==> src/rtl/adc_ctrl_map.svh <==
`ifndef ADC_CTRL_MAP_SVH
`define ADC_CTRL_MAP_SVH
// result geometry
`define RES_BITS        12
`define RES_LSB_POS     16
`define RES_MSB_POS     27
// acquisition clock counts by code
`define ACQ_CLK_0       5'h02
`define ACQ_CLK_1       5'h04
`define ACQ_CLK_2       5'h08
`define ACQ_CLK_3       5'h10
// reset values of the control inputs' meaning
`define DEF_CLK_DIV     3'h1
`define DEF_ACQ_SEL     2'h2
// clocks spent on write-back after the bit trials
`define WRITE_CLKS      4'h1
// throughput figures
`define MAX_RATE_KSPS   1000
`define REF_CLK_KHZ     41780
`define SYS_CLK_MHZ     100
`define SYS_CLK_PERIOD_NS 10
`endif

==> src/rtl/adc_ctrl_pkg.sv <==
package adc_ctrl_pkg;
  // input configuration
  typedef enum logic [0:0] {
    MODE_SINGLE = 1'b0,
    MODE_DIFF   = 1'b1
  } in_mode_e;
  // start source selection
  typedef enum logic [2:0] {
    SRC_NONE      = 3'b000,
    SRC_SW_SINGLE = 3'b001,
    SRC_SW_CONT   = 3'b010,
    SRC_EXT_PIN   = 3'b011,
    SRC_LOGIC_ARR = 3'b100,
    SRC_FIRST_GENERAL_TIMER    = 3'b101,
    SRC_SECOND_GENERAL_TIMER    = 3'b110
  } start_src_e;
  // conversion sequencer states
  typedef enum logic [1:0] {
    ST_IDLE   = 2'b00,
    ST_ACQ    = 2'b01,
    ST_TRIAL  = 2'b10,
    ST_WRITE  = 2'b11
  } conv_state_e;
  // software configuration
  typedef struct packed {
    logic       enable;
    in_mode_e   mode;
    start_src_e src;
    logic [3:0] channel;
    logic       temp_sel;
    logic [2:0] clk_div;
    logic [1:0] acq_sel;
  } conv_cfg_s;
  // analog core handshake
  typedef struct packed {
    logic       sample;
    logic       trial_valid;
    logic [11:0] trial_code;
    logic [4:0] mux_sel;
    logic       diff;
  } core_ctl_s;
  // trigger inputs
  typedef struct packed {
    logic ext_conversion_start_pin;
    logic on_chip_logic_array;
    logic first_general_timer;
    logic second_general_timer;
  } trig_s;
endpackage

==> src/rtl/sar_search.sv <==
`timescale 1ns/1ps
`include "adc_ctrl_map.svh"
// ------------------------------------------------------------
// successive approximation register
// ------------------------------------------------------------
module sar_search #(
  parameter int BITS = `RES_BITS
) (
  input  wire logic            clk,
  input  wire logic            reset,
  input  wire logic            start,      // load first trial
  input  wire logic            step,       // apply comparator, move on
  input  wire logic            comp_high,  // input above trial code
  output logic [BITS-1:0]      trial,
  output logic                 last        // final bit being tried
);
  logic [BITS-1:0] trial_reg;   // current code under test
  logic [BITS-1:0] mask_reg;    // bit being tried
  logic [BITS-1:0] trial_next;
  logic [BITS-1:0] mask_next;
  wire  [BITS-1:0] kept = comp_high ? trial_reg : (trial_reg & ~mask_reg);
  wire  [BITS-1:0] msb  = {1'b1, {(BITS-1){1'b0}}};

  // next trial: keep or drop the bit, set the one below
  assign mask_next  = start ? msb : (step ? (mask_reg >> 1) : mask_reg);
  assign trial_next = start ? msb : (step ? (kept | (mask_reg >> 1)) : trial_reg);
  assign last       = mask_reg[0];
  assign trial      = trial_reg;

  // search registers
  always_ff @(posedge clk) begin
    if (reset) begin
      trial_reg <= '0;
      mask_reg  <= '0;
    end else begin
      trial_reg <= trial_next;
      mask_reg  <= mask_next;
    end
  end
endmodule

==> src/rtl/adc_conversion_control.sv <==
`timescale 1ns/1ps
`include "adc_ctrl_map.svh"
// How it works
// - twelve-bit result from successive approximation search
// - differential or single-ended input mode selectable
// - software starts single or continuous conversions
// - pin, logic array or timer overflow trigger
// - temperature sensor is a selectable mux input
// - single-ended results are unsigned straight binary
// - up to one conversion per microsecond
// - differential result twos complement, shifted right one
// - result in bits 16..27, sign extended above in differential mode, zero above in single-ended
module adc_conversion_control #(
  parameter int CHANNELS = 16   // analog mux inputs besides temperature
) (
  input  wire logic                       clk,
  input  wire logic                       reset,
  input  wire adc_ctrl_pkg::conv_cfg_s    cfg,        // software configuration
  input  wire logic                       sw_start,   // one-cycle software go
  input  wire logic                       sw_stop,    // ends continuous mode
  input  wire adc_ctrl_pkg::trig_s        trig,       // trigger levels
  input  wire logic                       comp_high,  // comparator from core
  output adc_ctrl_pkg::core_ctl_s         core,       // drive to analog core
  output logic [31:0]                     result,     // formatted result word
  output logic                            done,       // result written pulse
  output logic                            busy        // conversion under way
);
  // ----------------------------------------------------------
  // state
  // ----------------------------------------------------------
  // registers; next values are decoded below
  adc_ctrl_pkg::conv_state_e state_reg;   // sequencer state
  adc_ctrl_pkg::conv_state_e state_next;
  logic [5:0]  div_cnt_reg;               // adc clock prescaler
  logic [4:0]  acq_cnt_reg;               // acquisition clocks left
  logic        cont_reg;                  // continuous software run
  logic        trig_d_reg;                // previous trigger level
  logic [31:0] result_reg;                // stored result word
  logic        done_reg;                  // completion pulse
  // from the search block
  logic [11:0] trial;                     // trial code from search
  logic        last;                      // final bit trial

  // ----------------------------------------------------------
  // decode
  // ----------------------------------------------------------
  // prescaler terminal count per divider code
  // codes above five saturate at the slowest divide
  // returns the last count value, not the ratio
  function automatic logic [5:0] div_top(input logic [2:0] code);
    logic [5:0] n;
    n = 6'h01;
    case (code)
      3'h0:    n = 6'h01;
      3'h1:    n = 6'h02;
      3'h2:    n = 6'h04;
      3'h3:    n = 6'h08;
      3'h4:    n = 6'h10;
      default: n = 6'h20;
    endcase
    return n - 6'h01;
  endfunction

  // acquisition length per code
  // counted in adc clocks, not system cycles
  function automatic logic [4:0] acq_len(input logic [1:0] code);
    logic [4:0] n;
    n = `ACQ_CLK_0;
    case (code)
      2'h0:    n = `ACQ_CLK_0;
      2'h1:    n = `ACQ_CLK_1;
      2'h2:    n = `ACQ_CLK_2;
      default: n = `ACQ_CLK_3;
    endcase
    return n;
  endfunction

  // adc clock tick; divide by 1 ticks every cycle so 1 MSPS fits
  // fastest setting: 2 + 12 + 1 clocks, well inside one microsecond
  wire adc_tick = (div_cnt_reg == div_top(cfg.clk_div));
  // prescaler restarts on each tick and holds at zero while idle
  wire div_clear = adc_tick || (state_reg == adc_ctrl_pkg::ST_IDLE);

  // ----------------------------------------------------------
  // triggers and starts
  // ----------------------------------------------------------
  // selected trigger level
  wire trig_lvl =
    (cfg.src == adc_ctrl_pkg::SRC_EXT_PIN)   ? trig.ext_conversion_start_pin :
    (cfg.src == adc_ctrl_pkg::SRC_LOGIC_ARR) ? trig.on_chip_logic_array :
    (cfg.src == adc_ctrl_pkg::SRC_FIRST_GENERAL_TIMER)    ? trig.first_general_timer :
    (cfg.src == adc_ctrl_pkg::SRC_SECOND_GENERAL_TIMER)    ? trig.second_general_timer :
    1'b0;
  // edge detect: a held trigger level starts only one conversion
  wire trig_rise = trig_lvl & ~trig_d_reg;

  // software start for single or continuous
  wire sw_go = sw_start &
    ((cfg.src == adc_ctrl_pkg::SRC_SW_SINGLE) || (cfg.src == adc_ctrl_pkg::SRC_SW_CONT));
  // only looked at while idle; edges seen while busy are lost
  wire go = cfg.enable & (sw_go | trig_rise | cont_reg);

  // ----------------------------------------------------------
  // result formatting
  // ----------------------------------------------------------
  // differential codes reinterpreted as signed, shifted right one
  // inverted msb makes twos complement; the shift repeats that sign
  wire [11:0] diff_code = {~trial[11], ~trial[11], trial[10:1]};
  wire [11:0] code_out  = (cfg.mode == adc_ctrl_pkg::MODE_DIFF) ? diff_code : trial;
  // top nibble copies the sign in differential mode, zero otherwise
  wire [3:0]  ext_bits  =
    (cfg.mode == adc_ctrl_pkg::MODE_DIFF) ? {4{code_out[11]}} : 4'h0;
  wire [31:0] word_next = {ext_bits, code_out, 16'h0000};

  // ----------------------------------------------------------
  // channel select
  // ----------------------------------------------------------
  // temperature is the mux input above the pin channels
  wire [4:0] mux_next = cfg.temp_sel ? 5'(CHANNELS) : {1'b0, cfg.channel};

  // ----------------------------------------------------------
  // sequencer
  // ----------------------------------------------------------
  // next state; every state holds unless its exit condition is met
  always_comb begin
    state_next = state_reg;
    unique case (state_reg)
      // wait for an accepted start
      adc_ctrl_pkg::ST_IDLE:  if (go) state_next = adc_ctrl_pkg::ST_ACQ;
      // track the input for the chosen number of adc clocks
      adc_ctrl_pkg::ST_ACQ:   if (adc_tick && acq_cnt_reg == 5'h01) begin
        state_next = adc_ctrl_pkg::ST_TRIAL;
      end
      // one bit per adc clock, msb first
      adc_ctrl_pkg::ST_TRIAL: if (adc_tick && last) state_next = adc_ctrl_pkg::ST_WRITE;
      // one write cycle, then idle, where a continuous run restarts
      adc_ctrl_pkg::ST_WRITE: state_next = adc_ctrl_pkg::ST_IDLE;
    endcase
  end

  // first trial loaded as acquisition ends
  wire sar_start = (state_reg == adc_ctrl_pkg::ST_ACQ) && (state_next == adc_ctrl_pkg::ST_TRIAL);
  // later trials advance on each adc clock of the trial phase
  wire sar_step  = (state_reg == adc_ctrl_pkg::ST_TRIAL) && adc_tick;

  // ----------------------------------------------------------
  // search
  // ----------------------------------------------------------
  // search over the sampled input
  sar_search #(.BITS(`RES_BITS)) u_sar (
    .clk       (clk),
    .reset     (reset),
    .start     (sar_start),
    .step      (sar_step),
    .comp_high (comp_high),
    .trial     (trial),
    .last      (last)
  );

  // ----------------------------------------------------------
  // storage
  // ----------------------------------------------------------
  // state and counters
  always_ff @(posedge clk) begin
    if (reset) begin
      state_reg   <= adc_ctrl_pkg::ST_IDLE;
      div_cnt_reg <= 6'h00;
      acq_cnt_reg <= 5'h00;
      trig_d_reg  <= 1'b0;
    end else begin
      state_reg   <= state_next;
      div_cnt_reg <= div_clear ? 6'h00 : div_cnt_reg + 6'h01;
      trig_d_reg  <= trig_lvl;
      if (state_reg == adc_ctrl_pkg::ST_IDLE) begin
        // reload while idle so a change of setting takes effect next time
        acq_cnt_reg <= acq_len(cfg.acq_sel);
      end else if (state_reg == adc_ctrl_pkg::ST_ACQ && adc_tick) begin
        // one count per adc clock
        acq_cnt_reg <= acq_cnt_reg - 5'h01;
      end
    end
  end

  // continuous run flag
  // a stop lets the conversion under way finish; its result still comes
  always_ff @(posedge clk) begin
    if (reset || sw_stop || !cfg.enable || cfg.src != adc_ctrl_pkg::SRC_SW_CONT) begin
      // stop, disable or leaving the mode ends the run
      cont_reg <= 1'b0;
    end else if (sw_start) begin
      // armed by a software go in continuous mode
      cont_reg <= 1'b1;
    end
  end

  // result write and completion pulse
  always_ff @(posedge clk) begin
    if (reset) begin
      result_reg <= 32'h0000_0000;
      done_reg   <= 1'b0;
    end else begin
      // pulse lines up with the new word, one cycle only
      done_reg <= (state_reg == adc_ctrl_pkg::ST_WRITE);
      // word held until the next write
      if (state_reg == adc_ctrl_pkg::ST_WRITE) begin
        result_reg <= word_next;
      end
    end
  end

  // ----------------------------------------------------------
  // outputs
  // ----------------------------------------------------------
  // controls toward the analog core; sample and trial_valid decoded from the state register, mux and mode from cfg
  assign core.sample      = (state_reg == adc_ctrl_pkg::ST_ACQ);
  assign core.trial_valid = (state_reg == adc_ctrl_pkg::ST_TRIAL);
  assign core.trial_code  = trial;
  assign core.mux_sel     = mux_next;
  assign core.diff        = (cfg.mode == adc_ctrl_pkg::MODE_DIFF);
  // registered result and pulse; status decoded from the state register
  assign result           = result_reg;
  assign done             = done_reg;
  assign busy             = (state_reg != adc_ctrl_pkg::ST_IDLE);
endmodule

==> config.mk <==
export PLATFORM = sky130hd
export DESIGN_NAME = adc_conversion_control
export DESIGN_NICKNAME = d
export VERILOG_FILES = /design/src/rtl/adc_ctrl_pkg.sv /design/src/rtl/sar_search.sv /design/src/rtl/adc_conversion_control.sv
export VERILOG_INCLUDE_DIRS = /design/src /design/src/rtl
export SDC_FILE = /design/constraint.sdc
export NUM_CORES = 1
export LEC_CHECK = 0
export ABC_CLOCK_PERIOD_IN_PS = 2950
export BUFFER_PORTS_ARGS = -buffer_cell sky130_fd_sc_hd__buf_2
export CORE_ASPECT_RATIO = 0.6
export CORE_MARGIN = 4
export CORE_UTILIZATION = 51
export DETAILED_ROUTE_END_ITERATION = 10
export PLACE_DENSITY_LB_ADDON = 0.08
export SYNTH_ARGS = -nofsm -noshare
export SYNTH_HDL_FRONTEND = slang
export SYNTH_SLANG_ARGS = --single-unit
==> constraint.sdc <==
create_clock -name clk -period 2.95 [get_ports clk]
set_input_delay 0.59 -clock clk [delete_from_list [all_inputs] [get_ports clk]]
set_output_delay 0.59 -clock clk [all_outputs]
set_load 0.02 [all_outputs]
Yosys cells after proc, flatten, opt, wreduce, memory -nomap -nowiden
Index checks and enable logic that the tools add are counted.
- bits in registers: 56
- bits in latches: 0
- RAM bits: 0
- ROM bits: 0
- bits of input ports: 24
- output and inout port bits: 54
- word-level logic and storage cells: 82
- memories: 0
- $add $sub $neg: 3
- multiply operators: 0
- div/mod/pow operators: 0
- $lt $le $gt $ge: 0
- eq/ne operators: 19
- shift-type cells: 0
- mux-type cells: 20
- bitwise gates (word level): 10
- reductions and logical operators: 19
- operators with widths (kind ; count):
    12-bit 2-to-1 mux ; 6
    6-bit case mux with 5 select lines ; 1
    5-bit 2-to-1 mux ; 3
    5-bit case mux with 3 select lines ; 1
    12-bit bitwise AND ; 1
    3-bit by 2-bit equality test with 1-bit output (second input constant) ; 4
    3-bit equality test (second input constant) ; 4
    12-bit inverter ; 1
    12-bit by 11-bit bitwise OR with 12-bit output ; 1
    2-bit equality test (second input constant) ; 4
    2-bit case mux with 4 select lines ; 1
    6-bit by 1-bit adder with 6-bit output (second input constant) ; 1
    3-bit by 1-bit equality test with 1-bit output (second input constant) ; 2
    6-bit equality test ; 1
    2-bit 2-to-1 mux ; 3
    2-bit nonzero test ; 3
    6-bit by 1-bit subtractor with 6-bit output (second input constant) ; 1
    5-bit by 1-bit equality test with 1-bit output (second input constant) ; 1
    1-bit logical AND ; 5
    1-bit logical OR ; 5
    5-bit by 1-bit subtractor with 5-bit output (second input constant) ; 1
    2-bit by 1-bit equality test with 1-bit output (second input constant) ; 2
    2-bit logical NOT ; 2
    1-bit 2-to-1 mux ; 4
    other kinds (8) ; 13

Longest topological paths before layout
Gate-level depths: netlist of the first run.
- depth after elaboration: 14
- mapped depth: 8
- gate-level depth less buffers: 7

Modules after synthesis
Synthesis of the first run repeated with hierarchy kept, for this count alone.
- cell total of the unflattened synthesis: 305
- area, all modules: 2798.9 um^2
- by module, submodules not included (module ; instances ; cells an instance ; area an instance (um^2) ; sequential area each (um^2)):
    adc_conversion_control ; 1 ; 211 ; 1823.0 ; 580.6
    sar_search ; 1 ; 94 ; 975.9 ; 480.5

Worst setup path before layout of the first run
OpenSTA, ideal clock, no wires.
- path type: input port to flip-flop
- start point: input cfg[4] (netlist bit)
- end point: register acq_cnt_reg[3]
- library setup time: 122 ps
- arrival: 2107 ps
- required time: 2828 ps
- slack: 721 ps
- stages on the path: 6
- path buffers: 2
- cell sequence: or4_1 -> clkbuf_1 -> a21o_1 -> clkbuf_1 -> or2_0 -> o311a_1
- word-level cells in the longest chain between the ends: 6
- elaborated cells on any way between the ends: 10
- classes of those cells: add/sub: 1; eq/ne: 5; mux: 1; reduce/logical: 3
- RTL lines (item ; line ; text):
    start, declared ; adc_conversion_control.sv:18 ; input wire adc_ctrl_pkg::conv_cfg_s cfg,
    3-bit equality test (tied with other cells) ; adc_conversion_control.sv:53 ; case (code)
    6-bit case mux with 5 select lines * ; adc_conversion_control.sv:53 ;
    6-bit by 1-bit subtractor with 6-bit output * ; adc_conversion_control.sv:61 ; return n - 6'h01;
    6-bit equality test * ; adc_conversion_control.sv:80 ; wire adc_tick = (div_cnt_reg == div_top(cfg.clk_div));
    1-bit logical AND * ; adc_conversion_control.sv:177 ; end else if (state_reg == adc_ctrl_pkg::ST_ACQ && adc_tick) begin
    2-bit nonzero test (no source line) * ; -- ;
    end signal, assigned ; adc_conversion_control.sv:176 ; acq_cnt_reg <= acq_len(cfg.acq_sel);
    end signal, assigned ; adc_conversion_control.sv:179 ; acq_cnt_reg <= acq_cnt_reg - 5'h01;
    end, declared ; adc_conversion_control.sv:35 ; logic [4:0] acq_cnt_reg;
Every way passes the cells marked *; elsewhere a longest branch is shown, timed or not.
A chain may end at the register's enable or synchronous reset.

Final worst setup path of the first run
- start point: input cfg[3] (netlist bit)
- end point: register acq_cnt_reg[4]
The elaborated chain is that of the path after synthesis.

==> impl_metrics.tcl, run 1 <==
set metrics [dict create \
    final-hold-violation-count 0 \
    p_leak_nw 1.20 \
    critPathLaunchType "input port" \
    cts.sinks 53 \
    syn_avg_cell_area_um2 8.37 \
    start_util_pct 54.1 \
    post-cts-setup-buffer-count 0 \
    async_flop_share_pct 0 \
    synth_area_leaders "dfxtp_1, buf_4, a21oi_1" \
    cap_violations 0 \
    grt_util_all_layers_pct 17.1 \
    yosysTopAreaCell "dfxtp_1" \
    ctsResizeCount 0 \
    stdcell_area_um2 2880 \
    yosysMostFrequentCell "dfxtp_1" \
    utilization_pct 61.7 \
    num-fill-cells 445 \
    vias 2092 \
    wl_per_cell_um 12.7 \
    postRouteAntennaNets 0 \
    synth_edf_count 0 \
    slew_viol_final 0 \
    multiInputGateArea_um2 1220 \
    numPortBuffers 61 \
    core_um2 4660 \
    peakVddDrop_uv 233 \
    dp_slack_ns 0.447 \
    antenna_cells 0 \
    ys.flop_type "dfxtp_1" \
    largest_reg_flops 13 \
    cts_tree "done" \
    fin_worst_skew_ns 0.00937 \
    via_per_inst 5.04 \
    p_seq_share_pct 54.8 \
    dp_cells 407 \
    dpl_cell_area_um2 2760 \
    seqCellArea_um2 1060 \
    fin_ws_ns 0.720 \
    fp.dieH_um 62.4 \
    drive_gt1_share_pct 20.7 \
    dr.first_iter.drc_count 135 \
    nets 379 \
    seq_area_frac_synth_pct 42.1 \
    drc 0 \
    drt_first_pass_iters 4 \
    clk_pin_slew_ns 0.09 \
    final_cells 415 \
    synth_common_cells "dfxtp_1, a21oi_1, nand2_1" \
    swShare_pct 23.2 \
    cp_max_fo 11 \
    syn_to_final_growth_pct 14.2 \
    end_kind "flop" \
    grt_max_degree 28 \
    synth.distinct_cells 39 \
    cts_buffers 5 \
    synth-warning-count 0 \
    required_ns 3.16 \
    grt_overflow_total 0 \
    die_w_um 98.7 \
    max-clock-path-buffers 2 \
    ctsRootBufferMaster "clkbuf_8" \
    fmax_mhz 448 \
    crit_arrival_ns 2.44 \
    syn_inst 301 \
    period_needed_ns 2.23 \
    rsz0062_at_grt "false" \
    switchingPower_mw 0.308 \
    syn-cell-area_um2 2520 \
    worst_pin_slew_ns 0.821 \
    die_area_um2 6160 \
    grt_pass1_vias 1780 \
    hpwl_um 4010 \
    h-tree-depth 2 \
    pin_count 78 \
    p_int_mw 1.02 \
    slew_headroom_pct 45.3 \
    yosys.area.top_type_share_pct 42.1 \
    status "finished, final reports clean" \
    power_frac_clock_pct 36.0 \
    powerDensity_nw_per_um2 461 \
    hp-class "flop to flop" \
    finalSetupTns_ns 0 \
    grt_pass1_wl_um 8740 \
    comb_power_share_pct 9.2 \
    antenna_found_initial 0 \
    clk-insertion-delay-late_ns 0.30 \
    ys_seq_elements 53 \
    gp_congestion 0.882 \
    hold_buffers 0 \
    path_class "input port to flop" \
    fin_crit_sh_pct 75.6 \
    drt-total-wl_um 5270 \
    rows 19 \
    report.final.setup_viol 0 \
]
[per-stage QoR]
step                      total power, mW  hold slack [ns]
after global routing                 1.38            0.493
after detailed placement            0.864            0.462
after CTS                            1.34            0.476
after floorplan                     0.842            0.432
final                                1.33            0.467
after global placement              0.863            0.440
[per-layer routing]
layer / global-route usage [%] / part of all wire [%] / vias up
met5: 0 / 0 / -
li1: - / - / 1098
met1: 27.1 / 56 / 922
met4: 3.24 / 0.28 / 0
met3: 4.79 / 7.2 / 2
met2: 22.6 / 37 / 70
[layout make-up]
class | instances | area share (%)
Inverter | 20 | 2.61
Clock inverter | 2 | 1.35
Clock buffer | 6 | 2.52
Tap cell | 63 | 2.74
Sequential cell | 53 | 36.9
Timing Repair Buffer | 64 | 11.4
Multi-Input combinational cell | 207 | 42.5
[worst max-delay path, stage by stage]
cell      delay [ns]
buf_2           0.13
nand2_1         0.07
a211o_1         0.29
a211o_1         0.33
a21o_1          0.28
or4_1           0.49
a311oi_1        0.26
[power by group through the flow]
stage / combinational, mW / clock, mW / sequential (mW)
final: 0.121 / 0.478 / 0.727
after global routing: 0.133 / 0.522 / 0.729
after CTS: 0.121 / 0.494 / 0.727
after detailed placement: 0.120 / 0 / 0.744
after global placement: 0.119 / 0 / 0.744
after floorplan: 0.0998 / 0 / 0.742
[placed cells by master (no fill, tap or decap), types with 3 or more instances in the layout]
cell type and count:
buf_2 61, dfxtp_1 53, nand2_1 28, a21oi_1 28, nor2_1 24, inv_1 20, o21ai_0 17, conb_1 16
a211oi_1 14, mux2i_1 12, nor2b_1 7, nand2b_1 6, nand3_1 6, or3_1 5, clkbuf_8 5, a31oi_1 4
xor2_1 4, ha_1 4, o31ai_1 3, a211o_1 3, xnor2_1 3, buf_4 3
[cell families (layout without fill, tap and decap cells)]
| group | after synthesis | in the layout | synth area share [%] |
|---|---|---|---|
| muxes | 12 | 12 | 4.77 |
| adders and majority gates | 4 | 4 | 1.99 |
| xor gates and xnor gates | 7 | 7 | 2.43 |
| and+or+nand+nor | 90 | 90 | 17.5 |
| AOI/OAI and AO/OA | 78 | 78 | 19.4 |
| buffers and inverters | 56 | 92 | 11.6 |
| other | 1 | 16 | 0.149 |
| DFF | 53 | 53 | 42.1 |
[final timing paths]
kind                           from                end  slack (ns)  cells past startpoint
setup / recovery             cfg[3]     acq_cnt_reg[4]        0.72                      7
hold reg to reg   u_sar.mask_reg[0]  u_sar.mask_reg[0]        0.47                      2
setup reg to reg     div_cnt_reg[2]     acq_cnt_reg[4]        0.76                      6
hold / removal    u_sar.mask_reg[0]  u_sar.mask_reg[0]        0.47                      2
Power figures use the tool's default switching activity.
==> run 2: changes to the inputs <==
- ABC_CLOCK_PERIOD_IN_PS: 2950 -> 2100
- clock period: 2.95 -> 2.1 ns (I/O delays scaled with it)
==> impl_metrics.tcl, run 2 (synthesis gave the netlist of run 1 again) <==
set metrics [dict create \
    status "finished, final reports clean" \
    drt_first_pass_iters 5 \
    crit_arrival_ns 2.19 \
    fp.dieH_um 62.4 \
    end_kind "flop" \
    met2_usage_pct 23.2 \
    fin_ws_ns 0.132 \
    path_class "flop to flop" \
    cts_tree "done" \
    finalPower_mw 1.89 \
    grt_max_degree 28 \
    clk-insertion-delay-late_ns 0.31 \
    gp_congestion 0.870 \
    dr.first_iter.drc_count 148 \
    clk_pin_slew_ns 0.09 \
    final-hold-violation-count 0 \
    numPortBuffers 61 \
    powerDensity_nw_per_um2 640 \
    path_cells "or3_1, a21oi_1, a31oi_1, a21o_1, or4_1, a311oi_1" \
    max_stage_delay_ns 0.46 \
    required_ns 2.32 \
    cap_violations 0 \
    drc 0 \
    drive_gt1_share_pct 23.0 \
    cpMaxStageDelayCell "or4_1" \
    wl_per_cell_um 12.9 \
    dp_cells 416 \
    period_needed_ns 1.97 \
    antenna_cells 0 \
    final_cell_mix "buf_2, dfxtp_1, nand2_1, a21oi_1, nor2_1" \
    syn_to_final_growth_pct 17.4 \
    slew_viol_final 0 \
    p_leak_nw 1.25 \
    rows 19 \
    grt_use_met1_pct 28.3 \
    stdcell_area_um2 2960 \
    fin_crit_sh_pct 93.7 \
    largest_reg_flops 13 \
    peakVddDrop_uv 367 \
    cp_max_fo 7 \
    pin_count 78 \
    hpwl_um 4160 \
    fin_worst_skew_ns 0.00700 \
    vias 2129 \
    cts_buffers 5 \
    grt_overflow_total 0 \
    grt_pass1_vias 1860 \
    drt-total-wl_um 5460 \
    num-fill-cells 423 \
    ctsRootBufferMaster "clkbuf_8" \
    antenna_found_initial 0 \
    grt_util_all_layers_pct 18.2 \
    final_cells 424 \
    die_w_um 98.7 \
    critPathLaunchType "flop" \
    via_per_inst 5.02 \
    core_um2 4660 \
    grt_pass1_wl_um 9110 \
    max-clock-path-buffers 2 \
    cts.sinks 53 \
    top_usage_layer "met1" \
    h-tree-depth 2 \
    fmax_mhz 508 \
    hp-class "input port to flop" \
    die_area_um2 6160 \
    dpl_cell_area_um2 2840 \
    met3_usage_pct 5.46 \
    nets 388 \
    final_common_cell "buf_2" \
    dp_slack_ns -0.124 \
    rsz0062_at_grt "false" \
    report.final.setup_viol 0 \
    postRouteAntennaNets 0 \
    start_util_pct 54.1 \
]
[run 2: worst max-delay path: cells and delay by family, from the launching register on]
family / cells / cell delay (ns)
AND/OR/NAND/NOR: 2 / 0.76
flip-flops: 1 / 0.37
AO/OA/AOI/OAI: 4 / 0.75
[run 2: path summary, 6_finish.rpt]
kind | startpoint | end | slack [ns] | cells after the start
min reg2reg | u_sar.mask_reg[0] | u_sar.mask_reg[0] | 0.45 | 2
max reg2reg | div_cnt_reg[4] | acq_cnt_reg[4] | 0.13 | 6
min | sw_stop | cont_reg | 0.37 | 3
max | div_cnt_reg[4] | acq_cnt_reg[4] | 0.13 | 6
[run 2: stage by stage]
stage	hold WS [ns]	utilization, %	TNS, ns
after floorplan	0.432	-	0
after global placement	0.440	61.0	-0.435
after detailed placement	0.445	61.0	-0.888
after CTS	0.366	63.4	0
after global routing	0.373	63.5	0
final	0.370	63.5	0
[run 2: final cells by class]
type,instances,area [µm²],area share [%]
clock buffer,6,72.6,2.45
sequential,53,1060,35.9
timing repair buffer,73,408,13.8
tap,63,78.8,2.67
inverter,20,75.1,2.54
clock inverter,2,38.8,1.31
multi-input combinational,207,1220,41.3
[run 2: power by group]
part,switching [mW],internal [mW],total [mW]
clock network,0.334,0.358,0.692
logic,0.113,0.0655,0.178
registers,0.00854,1.01,1.02
total,0.455,1.44,1.89
[run 2: timing repair]
action | CTS | global route
setup buffers | 0 | 0
setup endpoints to repair | 0 | 3
resized for setup | 0 | 1
hold buffers | 0 | 0
[run 2: routing by layer]
layer / routed length, µm / up-vias
met2: 2000 / 73
met4: 31 / 0
met1: 2980 / 932
met5: 0 / -
li1: - / 1120
met3: 449 / 4
